$ cat src/verilog/txsil_pkg.sv
// package: register map, field positions and event carrier for tx status logic
package txsil_pkg;

   // ------------------------------------------------------------
   // register offsets
   // ------------------------------------------------------------
   localparam logic [11:0] TXSIL_OFF_LS1   = 12'h190;
   localparam logic [11:0] TXSIL_OFF_LS2   = 12'h191;
   localparam logic [11:0] TXSIL_OFF_LS3   = 12'h192;
   localparam logic [11:0] TXSIL_OFF_SUM   = 12'h19F;
   localparam logic [11:0] TXSIL_OFF_IM1   = 12'h1A0;
   localparam logic [11:0] TXSIL_OFF_IM2   = 12'h1A1;
   localparam logic [11:0] TXSIL_OFF_IM3   = 12'h1A2;
   localparam logic [11:0] TXSIL_OFF_CTRL  = 12'h1A8;

   // ------------------------------------------------------------
   // field positions
   // ------------------------------------------------------------
   localparam int TXSIL_B_FULL    = 7;
   localparam int TXSIL_B_EMPTY   = 6;
   localparam int TXSIL_B_SLIP    = 5;
   localparam int TXSIL_B_SLC     = 4;
   localparam int TXSIL_B_PDV_AF  = 3;
   localparam int TXSIL_B_MF      = 2;
   localparam int TXSIL_B_CLKOK   = 1;
   localparam int TXSIL_B_CLKLOST = 0;
   localparam int TXSIL_B_LINK    = 4;
   localparam int TXSIL_B_UDR     = 3;
   localparam int TXSIL_B_MEND    = 2;
   localparam int TXSIL_B_LWM     = 1;
   localparam int TXSIL_B_NF      = 0;
   localparam int TXSIL_B_SEARCH  = 1;
   localparam int TXSIL_B_SDET    = 0;
   localparam int TXSIL_B_E1      = 0;  // control: 1 = E1, 0 = T1
   localparam int TXSIL_B_SLC_EN  = 1;  // control: slc multiframe event enable

   // ------------------------------------------------------------
   // reset values and timing
   // ------------------------------------------------------------
   localparam logic [7:0] TXSIL_RST_BYTE   = 8'h00;
   localparam logic [7:0] TXSIL_LS2_MASK   = 8'h1F;
   localparam logic [7:0] TXSIL_LS3_MASK   = 8'h01;
   localparam int         TXSIL_LOST_EDGES = 3;   // missing line-clock periods
   localparam int         TXSIL_LINE_DIV   = 8;   // device clocks per line period

   // event pulses from the transmit datapath, one cycle each
   typedef struct packed {
      logic elastic_full_event;
      logic elastic_empty_event;
      logic elastic_slip_event;
      logic slc_multiframe_event;
      logic pulse_density_violation;
      logic align_frame_event;
      logic multiframe_event;
      logic link_shifter_empty;
      logic fifo_underrun_event;
      logic message_end_event;
   } txsil_evt_t;

   // level conditions from the transmit datapath
   typedef struct packed {
      logic below_watermark_cond;
      logic fifo_has_space_cond;
      logic sync_searching;
   } txsil_cond_t;

endpackage

$ cat src/verilog/txsil_top.sv
// tx latched status, masks, source summary and active-low interrupt for one port
//
// The plain strobed port was decided locally.
`timescale 1ns/1ps
`default_nettype none

module txsil_top
   import txsil_pkg::*;
#(
   parameter int LOST_EDGES = TXSIL_LOST_EDGES,
   parameter int LINE_DIV   = TXSIL_LINE_DIV
)(
   input  wire logic        ref_clk,
   input  wire logic        arst_n,
   input  wire logic [11:0] reg_addr,
   input  wire logic [7:0]  reg_wdata,
   input  wire logic        reg_wr,
   input  wire logic        reg_rd,
   output var  logic [7:0]  reg_rdata,
   input  wire txsil_evt_t  evt,
   input  wire txsil_cond_t cond,
   input  wire logic        tx_line_clock,
   output var  logic        tx_clock_lost,
   output var  logic        irq_n
);

   localparam int WD_MAX = LOST_EDGES * LINE_DIV;
   localparam int WD_W   = $clog2(WD_MAX + 1);

   typedef struct packed {
      logic [7:0]      ls1_reg;
      logic [7:0]      ls2_reg;
      logic            ls3_reg;
      logic [7:0]      im1_reg;
      logic [7:0]      im2_reg;
      logic            im3_reg;
      logic [1:0]      ctrl_reg;
      logic [7:0]      rdata_reg;
      logic            irq_n_reg;
      logic            lost_reg;
      logic [WD_W-1:0] wd_cnt_reg;
      logic            lclk_prev_reg;
      logic            lwm_prev_reg;
      logic            nf_prev_reg;
      logic            search_prev_reg;
   } txsil_state_t;

   txsil_state_t st_reg;
   txsil_state_t st_next;

   // write-one-to-clear merge: a set arriving with the clear wins
   function automatic logic [7:0] w1c(input logic [7:0] cur,
                                      input logic [7:0] set,
                                      input logic [7:0] clr);
      w1c = (cur & ~clr) | set;
   endfunction

   function automatic logic hit(input logic [11:0] a, input logic [11:0] off);
      hit = (a == off);
   endfunction

   logic [7:0] set1;
   logic [7:0] set2;
   logic       set3;
   logic [7:0] clr1;
   logic [7:0] clr2;
   logic       clr3;
   logic       edge_seen;
   logic       lost_now;
   logic [2:0] pend;

   // ------------------------------------------------------------
   // next-state logic
   // ------------------------------------------------------------
   always_comb begin
      st_next   = st_reg;
      edge_seen = (tx_line_clock != st_reg.lclk_prev_reg);
      lost_now  = 1'b0;
      st_next.lclk_prev_reg = tx_line_clock;
      // line clock watchdog: counts device clocks since the last transition
      if (edge_seen) begin
         st_next.wd_cnt_reg = '0;
      end else if (st_reg.wd_cnt_reg != WD_W'(WD_MAX)) begin
         st_next.wd_cnt_reg = st_reg.wd_cnt_reg + WD_W'(1);
      end
      if (!edge_seen && (st_reg.wd_cnt_reg == WD_W'(WD_MAX - 1))) begin
         lost_now = 1'b1;
      end
      // condition tracks the clock, independent of the status bit
      if (edge_seen) begin
         st_next.lost_reg = 1'b0;
      end else if (lost_now) begin
         st_next.lost_reg = 1'b1;
      end

      // event sets for status one
      set1 = '0;
      set1[TXSIL_B_FULL]  = evt.elastic_full_event;
      set1[TXSIL_B_EMPTY] = evt.elastic_empty_event;
      set1[TXSIL_B_SLIP]  = evt.elastic_slip_event | evt.elastic_full_event
                          | evt.elastic_empty_event;
      set1[TXSIL_B_SLC]   = !st_reg.ctrl_reg[TXSIL_B_E1] &&
                            st_reg.ctrl_reg[TXSIL_B_SLC_EN] &&
                            evt.slc_multiframe_event;
      set1[TXSIL_B_PDV_AF] = st_reg.ctrl_reg[TXSIL_B_E1] ? evt.align_frame_event
                                                         : evt.pulse_density_violation;
      set1[TXSIL_B_MF]      = evt.multiframe_event;
      set1[TXSIL_B_CLKOK]   = st_reg.lost_reg && edge_seen;
      set1[TXSIL_B_CLKLOST] = lost_now && !st_reg.lost_reg;

      // event sets for status two and three
      set2 = '0;
      set2[TXSIL_B_LINK] = !st_reg.ctrl_reg[TXSIL_B_E1] && evt.link_shifter_empty;
      set2[TXSIL_B_UDR]  = evt.fifo_underrun_event;
      set2[TXSIL_B_MEND] = evt.message_end_event;
      set2[TXSIL_B_LWM]  = cond.below_watermark_cond && !st_reg.lwm_prev_reg;
      set2[TXSIL_B_NF]   = cond.fifo_has_space_cond && !st_reg.nf_prev_reg;
      set3 = cond.sync_searching && !st_reg.search_prev_reg;
      st_next.lwm_prev_reg    = cond.below_watermark_cond;
      st_next.nf_prev_reg     = cond.fifo_has_space_cond;
      st_next.search_prev_reg = cond.sync_searching;

      // host clears by writing ones
      clr1 = (reg_wr && hit(reg_addr, TXSIL_OFF_LS1)) ? reg_wdata : 8'h00;
      clr2 = (reg_wr && hit(reg_addr, TXSIL_OFF_LS2)) ? reg_wdata : 8'h00;
      clr3 = reg_wr && hit(reg_addr, TXSIL_OFF_LS3) && reg_wdata[TXSIL_B_SDET];
      st_next.ls1_reg = w1c(st_reg.ls1_reg, set1, clr1);
      st_next.ls2_reg = w1c(st_reg.ls2_reg, set2, clr2) & TXSIL_LS2_MASK;
      st_next.ls3_reg = (st_reg.ls3_reg && !clr3) || set3;

      // mask and control writes
      if (reg_wr && hit(reg_addr, TXSIL_OFF_IM1)) begin
         st_next.im1_reg = reg_wdata;
      end
      if (reg_wr && hit(reg_addr, TXSIL_OFF_IM2)) begin
         st_next.im2_reg = reg_wdata & TXSIL_LS2_MASK;
      end
      if (reg_wr && hit(reg_addr, TXSIL_OFF_IM3)) begin
         st_next.im3_reg = reg_wdata[TXSIL_B_SDET];
      end
      if (reg_wr && hit(reg_addr, TXSIL_OFF_CTRL)) begin
         st_next.ctrl_reg = reg_wdata[1:0];
      end

      // pending summary from registered state and masks
      pend[0] = |(st_reg.ls1_reg & st_reg.im1_reg);
      pend[1] = |(st_reg.ls2_reg & st_reg.im2_reg);
      pend[2] = st_reg.ls3_reg & st_reg.im3_reg;
      st_next.irq_n_reg = ~|pend;

      // read data, valid in the cycle after the strobe
      st_next.rdata_reg = 8'h00;
      if (reg_rd) begin
         case (reg_addr)
            TXSIL_OFF_LS1:  st_next.rdata_reg = st_reg.ls1_reg;
            TXSIL_OFF_LS2:  st_next.rdata_reg = st_reg.ls2_reg;
            TXSIL_OFF_LS3:  st_next.rdata_reg = {6'h00, cond.sync_searching,
                                                  st_reg.ls3_reg};
            TXSIL_OFF_SUM:  st_next.rdata_reg = {5'h00, pend};
            TXSIL_OFF_IM1:  st_next.rdata_reg = st_reg.im1_reg;
            TXSIL_OFF_IM2:  st_next.rdata_reg = st_reg.im2_reg;
            TXSIL_OFF_IM3:  st_next.rdata_reg = {7'h00, st_reg.im3_reg};
            TXSIL_OFF_CTRL: st_next.rdata_reg = {6'h00, st_reg.ctrl_reg};
            default:        st_next.rdata_reg = 8'h00;
         endcase
      end
   end

   // ------------------------------------------------------------
   // state register
   // ------------------------------------------------------------
   always_ff @(posedge ref_clk or negedge arst_n) begin
      if (!arst_n) begin
         st_reg           <= '0;
         st_reg.irq_n_reg <= 1'b1;
         st_reg.ls1_reg   <= TXSIL_RST_BYTE;
         st_reg.im1_reg   <= TXSIL_RST_BYTE;
      end else begin
         st_reg <= st_next;
      end
   end

   assign reg_rdata     = st_reg.rdata_reg;
   assign irq_n         = st_reg.irq_n_reg;
   assign tx_clock_lost = st_reg.lost_reg;
endmodule
`default_nettype wire

$ cat config.mk
export PLATFORM = sky130hd
export DESIGN_NAME = txsil_top
export DESIGN_NICKNAME = d
export VERILOG_FILES = /design/src/verilog/txsil_pkg.sv /design/src/verilog/txsil_top.sv
export SDC_FILE = /design/constraint.sdc
export NUM_CORES = 1
export LEC_CHECK = 0
export BUFFER_PORTS_ARGS = -buffer_cell sky130_fd_sc_hd__buf_2
export CAP_MARGIN = 0
export CORE_MARGIN = 5
export CORE_UTILIZATION = 59
export CTS_CLUSTER_SIZE = 8
export DETAILED_ROUTE_END_ITERATION = 16
export PLACE_DENSITY = 0.84
export SETUP_SLACK_MARGIN = 0.3
export SLEW_MARGIN = 10
export SYNTH_ARGS = -nofsm -noshare
export SYNTH_HDL_FRONTEND = slang
export SYNTH_SLANG_ARGS = --single-unit
$ cat constraint.sdc
create_clock -name ref_clk -period 3.3 [get_ports ref_clk]
set_clock_uncertainty 0.2 [all_clocks]
set_input_delay 0.165 -clock ref_clk [delete_from_list [all_inputs] [get_ports ref_clk]]
set_output_delay 0.165 -clock ref_clk [all_outputs]
set_load 0.01 [all_outputs]
==> results of run 1 <==
cell type report:
class | count | area (um2)
Inverter | 13 | 48.8
Tap cell | 50 | 62.6
Sequential cell | 49 | 1230
Clock inverter | 3 | 48.8
Multi-Input combinational cell | 145 | 1130
Fill cell | 272 | 933
Clock buffer | 5 | 68.8
Timing Repair Buffer | 80 | 563
where the power goes:
group / total, mW / internal, mW / switching (mW) / leakage, nW
combinational: 0.128 / 0.0607 / 0.0676 / 0.755
sequential: 0.625 / 0.613 / 0.0117 / 0.602
clock: 0.446 / 0.231 / 0.215 / 0.0563
total: 1.20 / 0.905 / 0.294 / 1.41
what timing repair did:
item	in CTS	in global routing
hold buffers	32	0
buffers inserted	0	0
endpoints found under the hold margin	80	0
cell usage in the layout, fill, tap and decap left out, types with 3 or more instances in the layout:
master / count
xnor2_1: 3
xor2_1: 3
a211oi_1: 3
nand3_1: 17
nand2_1: 5
a21o_1: 7
a21oi_1: 4
nor2_1: 9
nand3b_1: 5
dfrtp_1: 48
buf_2: 47
mux2i_1: 4
mux2_1: 14
o21ai_0: 3
dlygate4sd3_1: 32
inv_1: 13
nor4_1: 6
clkbuf_8: 5
nand4_1: 3
nor2b_1: 3
a22o_1: 6
and3_1: 3
a22oi_1: 9
critical path, cell delays in order:
cell           delay [ns]
buf_2                0.23
nor4b_2              0.58
nor2b_1              0.44
nand3_1              0.13
a21o_1               0.19
dlygate4sd3_1        0.56
worst max path at each step:
stage / start / slack (ns) / cells after the start / end
after floorplan: reg_addr[1] / 1.52 / 5 / st_reg[30]
after global placement: reg_addr[1] / 1.18 / 5 / st_reg[37]
after detailed placement: reg_addr[1] / 1.11 / 5 / st_reg[35]
after CTS: reg_addr[0] / 1.06 / 6 / st_reg[42]
after global routing: reg_addr[0] / 0.87 / 6 / st_reg[42]
final: reg_addr[0] / 0.99 / 6 / st_reg[42]
per-layer routing:
| metal | share of wire | track usage |
|---|---|---|
| met1 | 0.42 | 0.293 |
| met2 | 0.49 | 0.369 |
| met3 | 0.065 | 0.0607 |
| met4 | 0.025 | 0.0757 |
| met5 | 0 | 0 |
stage by stage:
step	instances	hold WS [ns]	util	worst slack, ns	instance area, um2
finish	345	0.0274	0.772	0.991	3150
detailed placement	305	0.0916	0.664	1.11	2720
floorplan	224	-0.331	-	1.52	2520
global placement	305	0.0869	0.664	1.18	2720
global route	345	0.0701	0.772	0.867	3150
CTS	345	0.0148	0.772	1.06	3150
logic make-up (layout without fill, tap and decap cells):
logic type,Yosys count,after routing,synth area share
simple gates,71,71,0.189
compound gates,46,46,0.142
xor+xnor,6,6,0.0208
flops,49,49,0.486
fa+ha+maj,2,2,0.00991
buf+inv,30,101,0.0649
mux,20,20,0.0872
==> impl_results.md, run 1 <==
- Status: finished clean
- RSZ-0062 raised after global routing: no
- Number of inserted diodes: 0
- PortBufs: 47
- Final setup TNS: 0 ns
- Final hold vios: 0
- RR Endpoint: st_reg[51]
- TritonCTS buffer count: 5
- Syn nets: 264
- Most frequent cells after synthesis: dfrtp_1 (48), nand3_1 (17), mux2_1 (14), inv_1 (13), buf_4 (10)
- Setup violations, final: 0
- Synth cell types: 56
- Dominant synthesized flop cell: dfrtp_1
- Cells after Synth: 224
- Top cells by area in the synthesized netlist: dfrtp_1 (48%), mux2_1 (6.2%), nand3_1 (3.4%), buf_4 (3.0%), a22oi_1 (2.7%)
- ANT nets after route: 0
- DRT iter0 DRCs: 114
- Yosys reg bits: between 40 and 50
- Leakage: 1.41 nW
- WP data arrival: 2.30 ns
- Vias in the first global route: 2019
- Via count: 2049
- Sink Count: 49
- Hold Crit Depth: 4
- Max reg flops: 39
- Pre-antenna DRT Iters: 4
- CP required: 3.29 ns
- Die area: approximately 0.0057 mm2
- Gr usage total: 0.226
- Clock latency on the worst-skew pair: between 0.3 and 0.4 ns
- Clock root buffer: clkbuf_8
- Tcrit/Tclk final: 0.700
- Warnings, synthesis: 0
- CP max FO: 13
- F_max: 0.433 GHz
- Pwr dens: 380 mW/mm2
- Max transition margin: 0.294
- Detailed Route WL: 5750 um
- Post-DR wirelength/cell: approximately 17 um
- Die W: 75.4 um
- RR Startpoint: st_reg[19]
- Total power: 1.20 mW
- # IOs: 48
- Startpoint Class: input port
- Clock Tree Buf Depth: 2
- Post-layout net count: 334
- Most frequently used cell type in the post-synthesis netlist: dfrtp_1
- Post-Syn Area: 0.00252 mm2
- Class of the worst hold path: in -> reg
- Initial antenna violation count: 0
- Starting Density: 0.618
- Worst Tran Pin Value: 1.06 ns
- Core box area: just over 0.004 mm2
- Via density: 5.94
- Worst-case reg-to-reg path depth: 3
- Post-synthesis sequential area ratio: 0.486
- Largest net degree at the start of global routing: 50
- Layout cells sized above 1: 0.244
- DRC: 0
- First-pass GRT wire length: ~9700 um
- Die Y: 75.4 um
- Row count: 23
- Global placer's final weighted congestion: 0.888
- Hpwl dp: ~4000 um
- Area share of the largest cell type after synthesis: 0.476
- MaxCap Viol Count: 0
- Post-CTS Resized: 0
- Hold Crit Endpoint: reg_rdata[0]
- Slew Limit Fails: 0
- P&R area growth vs syn: 24.9%
- Number of synthesized flops with an enable pin: 0
- Ys async rst share: 1.00
- Crit end category: flip-flop
- CTS tree: built
- Grt total ovfl: 0
- Peak VDD IR: about 0.00038 V
- Worst-path clk slew: 0.09 ns
- Biggest area consumer among synthesized cells: dfrtp_1
- Avg Synthesized Cell Area: between 10 and 15 um2
- H-tree depth: 2
- Flop-to-flop setup slack: about 1.6 ns
- Period minus WS final: 2.31 ns
- Crit Path Category: in -> reg
- Worst Hold Launch: reg_addr[10]
No activity file was read; power rests on OpenSTA's default activity.
==> run 2: changes to the inputs <==
--- a/config.mk
+++ b/config.mk
@@ -8,10 +8,10 @@
 export BUFFER_PORTS_ARGS = -buffer_cell sky130_fd_sc_hd__buf_2
 export CAP_MARGIN = 0
 export CORE_MARGIN = 5
-export CORE_UTILIZATION = 59
+export CORE_UTILIZATION = 55
 export CTS_CLUSTER_SIZE = 8
 export DETAILED_ROUTE_END_ITERATION = 16
-export PLACE_DENSITY = 0.84
+export PLACE_DENSITY = 0.79
 export SETUP_SLACK_MARGIN = 0.3
 export SLEW_MARGIN = 10
 export SYNTH_ARGS = -nofsm -noshare
==> constraint.sdc (replaced) <==
create_clock -name ref_clk -period 2.4 [get_ports ref_clk]
set_clock_uncertainty 0.2 [all_clocks]
set_input_delay 0.12 -clock ref_clk [delete_from_list [all_inputs] [get_ports ref_clk]]
set_output_delay 0.12 -clock ref_clk [all_outputs]
set_load 0.01 [all_outputs]
==> run 2 against run 1 <==
  * Largest cell class unchanged
  * Power increased by 32%
  * Sequential cell count unchanged
  * Sequential share of layout area decreased by 0.67 points
  * Critical path type unchanged
==> impl_results.md, run 2 (same netlist as run 1, synthesis figures left out) <==
- Layout cells sized above 1: 0.264
- Post-DR wirelength/cell: 16.8 um
- CP required: 2.39 ns
- Critical Path Max Stage Delay: 0.58 ns
- Sw frac: 0.242
- RR Endpoint: st_reg[51]
- Number of inserted diodes: 0
- Crit end category: flip-flop
- Leakage: 1.45 nW
- Worst path top cell family by delay: simple AND/OR/NAND/NOR gates
- Crit Path Category: in -> reg
- Row count: 24
- Crit-path cells: buf_2 > or4_4 > nor2_8 > nand3_1 > a221o_1 > dlygate4sd3_1
- Fin util: 0.727
- Starting Density: 0.572
- Grt total ovfl: 0
- Peak VDD IR: 0.000557 V
- DRC: 0
- MaxCap Viol Count: 0
- Slowest cell on crit path: or4_4
- Clock Tree Buf Depth: 2
- Clock root buffer: clkbuf_8
- Pre-antenna DRT Iters: 5
- Worst Hold Launch: reg_addr[10]
- Worst-case reg-to-reg path depth: 3
- Detailed Route WL: 5970 um
- Pwr dens: 493 mW/mm2
- First-pass GRT wire length: around 9800 um
- # IOs: 48
- Post-layout net count: 342
- Tcrit/Tclk final: 0.847
- DRT iter0 DRCs: approximately 130
- RSZ-0062 raised after global routing: no
- Gate power share: 0.117
- H-tree depth: 2
- Worst Tran Pin Value: 0.650 ns
- Via count: 2028
- Internal power: 1.20 mW
- Flop-to-flop setup slack: 0.73 ns
- Seq pwr share: 0.544
- Hold Crit Depth: 4
- CP max FO: 13
- Gr usage total: 0.202
- F_max: 0.492 GHz
- Worst Path Buf+Inv: 2
- Max transition margin: 0.566
- Vias in the first global route: 2034
- WP data arrival: slightly above 2 ns
- Class of the worst hold path: in -> reg
- Initial antenna violation count: 0
- Commonest cells after routing, fill and taps aside: dfrtp_1 (48), buf_2 (47), dlygate4sd3_1 (33), nand3_1 (17), mux2_1 (14)
- Hpwl dp: 4320 um
- Max reg flops: 39
- Die area: 0.00605 mm2
- Sink Count: 49
- Largest net degree at the start of global routing: 25
- TritonCTS buffer count: 5
- Period minus WS final: 2.03 ns
- Startpoint Class: input port
- Setup violations, final: 0
- Clock latency on the worst-skew pair: 0.30 ns
- RR Startpoint: st_reg[19]
- Final setup TNS: 0 ns
- Net Sw Power: between 300 and 400 uW
- Global placer's final weighted congestion: 0.872
- Die Y: 77.8 um
- Status: finished clean
- Worst-path clk slew: about 0.090 ns
- Core box area: 0.00441 mm2
- CTS tree: built
- Clock share of power: 0.339
- Most common cell after layout, fill and taps aside: dfrtp_1
- Final hold vios: 0
- PortBufs: 47
- ANT nets after route: 0
- Via density: 5.71
- Hold Crit Endpoint: reg_rdata[2]
- Slew Limit Fails: 0
- P&R area growth vs syn: 27.1%
- Die W: ~78 um
## run 2: area by class of cell
cell class	count	area (um2)
sequential	49	1230
fill	320	1210
clock buffer	7	96.3
multi-input combinational	145	1140
timing repair buffer	88	626
tap	52	65.1
clock inverter	1	8.76
inverter	13	48.8
## run 2: worst max path at each step
stage,start,cells past startpoint,to
3_3_place_gp,reg_addr[1],5,st_reg[31]
5_1_grt,reg_addr[0],6,st_reg[50]
3_5_place_dp,reg_addr[1],5,st_reg[33]
6_report,reg_addr[0],6,st_reg[50]
4_1_cts,reg_addr[0],6,st_reg[42]
2_1_floorplan,reg_addr[1],5,st_reg[30]
## run 2: routing by layer
metal	up-vias	global-route usage	share of wire
li1	983	-	-
met1	973	0.269	0.42
met2	64	0.336	0.51
met3	8	0.0382	0.061
met4	0	0.0550	0.011
met5	-	0	0
## run 2: power groups by stage
| stage | registers [mW] | logic, mW | clock network [mW] |
|---|---|---|---|
| 2_1_floorplan | 0.871 | 0.0790 | 0 |
| 3_3_place_gp | 0.874 | 0.148 | 0 |
| 3_5_place_dp | 0.875 | 0.151 | 0 |
| 4_1_cts | 0.859 | 0.184 | 0.548 |
| 5_1_grt | 0.861 | 0.208 | 0.594 |
| 6_report | 0.860 | 0.186 | 0.536 |
## run 2: tightest hold or removal path, cell delays in order
cell       delay, ns
buf_2           0.08
or2_2           0.17
or2_2           0.16
a2111oi_2       0.04
## run 2: timing repair
item,CTS,global route
hold buffers,33,0
endpoints found under the hold margin,59,0
resized for setup,0,1
buffers inserted,0,2
setup endpoints to repair,0,4
## run 2: stage by stage
stage	hold slack, ns	power, mW	std cells	instance area (um2)	setup WS [ns]
final	0.0974	1.58	355	3210	0.368
after detailed placement	-0.0746	1.03	312	2760	0.266
after global placement	-0.0811	1.02	312	2760	0.322
after CTS	0.0956	1.59	353	3190	0.346
after global routing	0.105	1.66	355	3210	0.337
after floorplan	-0.376	0.950	224	2520	0.667
==> run 3: changes to the inputs <==
--- a/config.mk
+++ b/config.mk
@@ -8,10 +8,10 @@
 export BUFFER_PORTS_ARGS = -buffer_cell sky130_fd_sc_hd__buf_2
 export CAP_MARGIN = 0
 export CORE_MARGIN = 5
-export CORE_UTILIZATION = 55
+export CORE_UTILIZATION = 50
 export CTS_CLUSTER_SIZE = 8
 export DETAILED_ROUTE_END_ITERATION = 16
-export PLACE_DENSITY = 0.79
+export PLACE_DENSITY = 0.76
 export SETUP_SLACK_MARGIN = 0.3
 export SLEW_MARGIN = 10
 export SYNTH_ARGS = -nofsm -noshare
==> constraint.sdc (replaced) <==
create_clock -name ref_clk -period 1.79 [get_ports ref_clk]
set_clock_uncertainty 0.2 [all_clocks]
set_input_delay 0.0895 -clock ref_clk [delete_from_list [all_inputs] [get_ports ref_clk]]
set_output_delay 0.0895 -clock ref_clk [all_outputs]
set_load 0.01 [all_outputs]
==> run 3 against run 2 <==
  * Routed wire length grew 14%
  * Clock-buffer cell count unchanged
  * Combinational power increased by 62%
  * Die area increased by 8.7%
  * Via count up 10%
==> impl_results.md, run 3 (same netlist as run 1, synthesis figures left out) <==
- Status: finished clean
- Via density: 5.66
- Final-layout fill cell count: 326
- Worst Tran Pin Value: approximately 0.61 ns
- DRC: 0
- Peak VDD IR: 0.000473 V
- Net Sw Power: 530 uW
- Clock Tree Buf Depth: 2
- CTS tree: built
- Class of the worst hold path: in -> reg
- Grt total ovfl: 0
- Commonest cells after routing, fill and taps aside: dfrtp_1 (48), buf_2 (45), buf_4 (36), dlygate4sd3_1 (24), nand3_1 (17)
- First-pass GRT wire length: 11100 um
- Initial antenna violation count: 0
- Max transition margin: 0.596
- Pre-antenna DRT Iters: 4
- Sink Count: 49
- Max reg flops: 39
- Global placer's final weighted congestion: 0.972
- Clock share of power: 0.359
- Non-Filler Instances: 394
- Seq pwr share: 0.508
- Flop-to-flop setup slack: 0.24 ns
- H-tree depth: 2
- Layout cells sized above 1: 0.398
- Via count: 2231
- Gr usage total: 0.219
- Row count: 25
- Crit Path Category: reg -> reg
- Pwr dens: 641 mW/mm2
- Hpwl dp: 4710 um
- Gate power share: 0.133
- Setup violations, final: 0
- Number of inserted diodes: 0
- P&R area growth vs syn: 40.3%
- Inst Count DP: 352
- Die W: 81.1 um
- Total power: 2.27 mW
- DRT iter0 DRCs: 174
- Post-layout net count: between 300 and 400
- Fin util: 0.735
- Internal power: 1.74 mW
- Post-DR wirelength/cell: 17.4 um
- # IOs: 48
- Vias in the first global route: 2234
- Tcrit/Tclk final: 0.868
- Clock root buffer: clkbuf_8
- Sw frac: 0.233
- CP required: roughly 1.8 ns
- Leakage: about 1.6 nW
- Startpoint Class: flip-flop
- Slew Limit Fails: 0
- Worst-path clk slew: 0.09 ns
- Core box area: 0.00482 mm2
- WP data arrival: 1.54 ns
- CP max FO: 3
- Largest net degree at the start of global routing: 50
- Crit end category: flip-flop
- Final hold vios: 0
- Period minus WS final: 1.55 ns
- ANT nets after route: 0
- PortBufs: 47
- Starting Density: 0.524
- Die area: 0.00657 mm2
- Detailed Route WL: between 6000 and 7000 um
- Most common cell after layout, fill and taps aside: dfrtp_1
- TritonCTS buffer count: 5
- F_max: 0.644 GHz
- RSZ-0062 raised after global routing: yes
- Clock latency on the worst-skew pair: approximately 0.30 ns
- Die Y: just over 80 um
- MaxCap Viol Count: 0
==> run 3: path summary, 6_finish.rpt <==
kind                                   from           end  cells after the start
worst max register to register   st_reg[49]  reg_rdata[2]                      4
min in group asynchronous            arst_n  reg_rdata[1]                      3
worst min-delay path            reg_addr[0]  reg_rdata[5]                      4
max in group asynchronous            arst_n    st_reg[36]                      3
worst min register to register    st_reg[2]    st_reg[40]                      1
worst max-delay path             st_reg[49]  reg_rdata[2]                      4
==> run 3: power groups by stage <==
stage | Sequential, mW | Combinational, mW | Clock, mW
final | 1.15 | 0.302 | 0.814
after global routing | 1.16 | 0.332 | 0.883
after CTS | 1.15 | 0.284 | 0.827
after detailed placement | 1.17 | 0.239 | 0
after global placement | 1.17 | 0.234 | 0
after floorplan | 1.17 | 0.114 | 0
==> run 3: final cells by class <==
class                   instances  area [um2]  share of cell area
multi-input cells             145        1240               0.351
flip-flops and latches         49        1230               0.347
repair buffers                112         823               0.232
clock buffers                   7        86.3              0.0244
well taps                      67        83.8              0.0237
inverters                      13        48.8              0.0138
clock inverters                 1        30.0             0.00848
==> run 3: through the flow <==
stage / setup WS [ns] / cell area [um2] / TNS, ns / hold WS [ns]
floorplan: 0.100 / 2590 / 0 / -0.406
global placement: -0.0494 / 3020 / -0.274 / 0.0127
detailed placement: -0.0725 / 3020 / -0.503 / 0.0131
CTS: 0.269 / 3440 / 0 / 0.00822
global route: 0.200 / 3540 / 0 / 0.0247
finish: 0.236 / 3540 / 0 / 0.0174
==> run 3: timing repair <==
action                                  in CTS  in global routing
buffers inserted                             2                  8
hold buffers                                24                  0
resized for setup                           13                  7
endpoints found under the hold margin       87                  0
endpoints found under the setup margin       8                 29
pin swaps                                    2                  7
==> run 3: critical path, stage by stage (launching register included) <==
cell and delay [ns]:
dfrtp_1 0.40, mux2i_1 0.10, o32ai_1 0.25, a32oi_1 0.14, a2111oi_2 0.35
==> run 3: routing by layer <==
| layer | track usage | vias up | wire length [um] | share of wire |
|---|---|---|---|---|
| li1 | - | 1034 | - | - |
| met1 | 0.298 | 1092 | 2920 | 0.43 |
| met2 | 0.355 | 94 | 3300 | 0.48 |
| met3 | 0.0466 | 11 | 524 | 0.077 |
| met4 | 0.0608 | 0 | 95 | 0.014 |
| met5 | 0 | - | 0 | 0 |
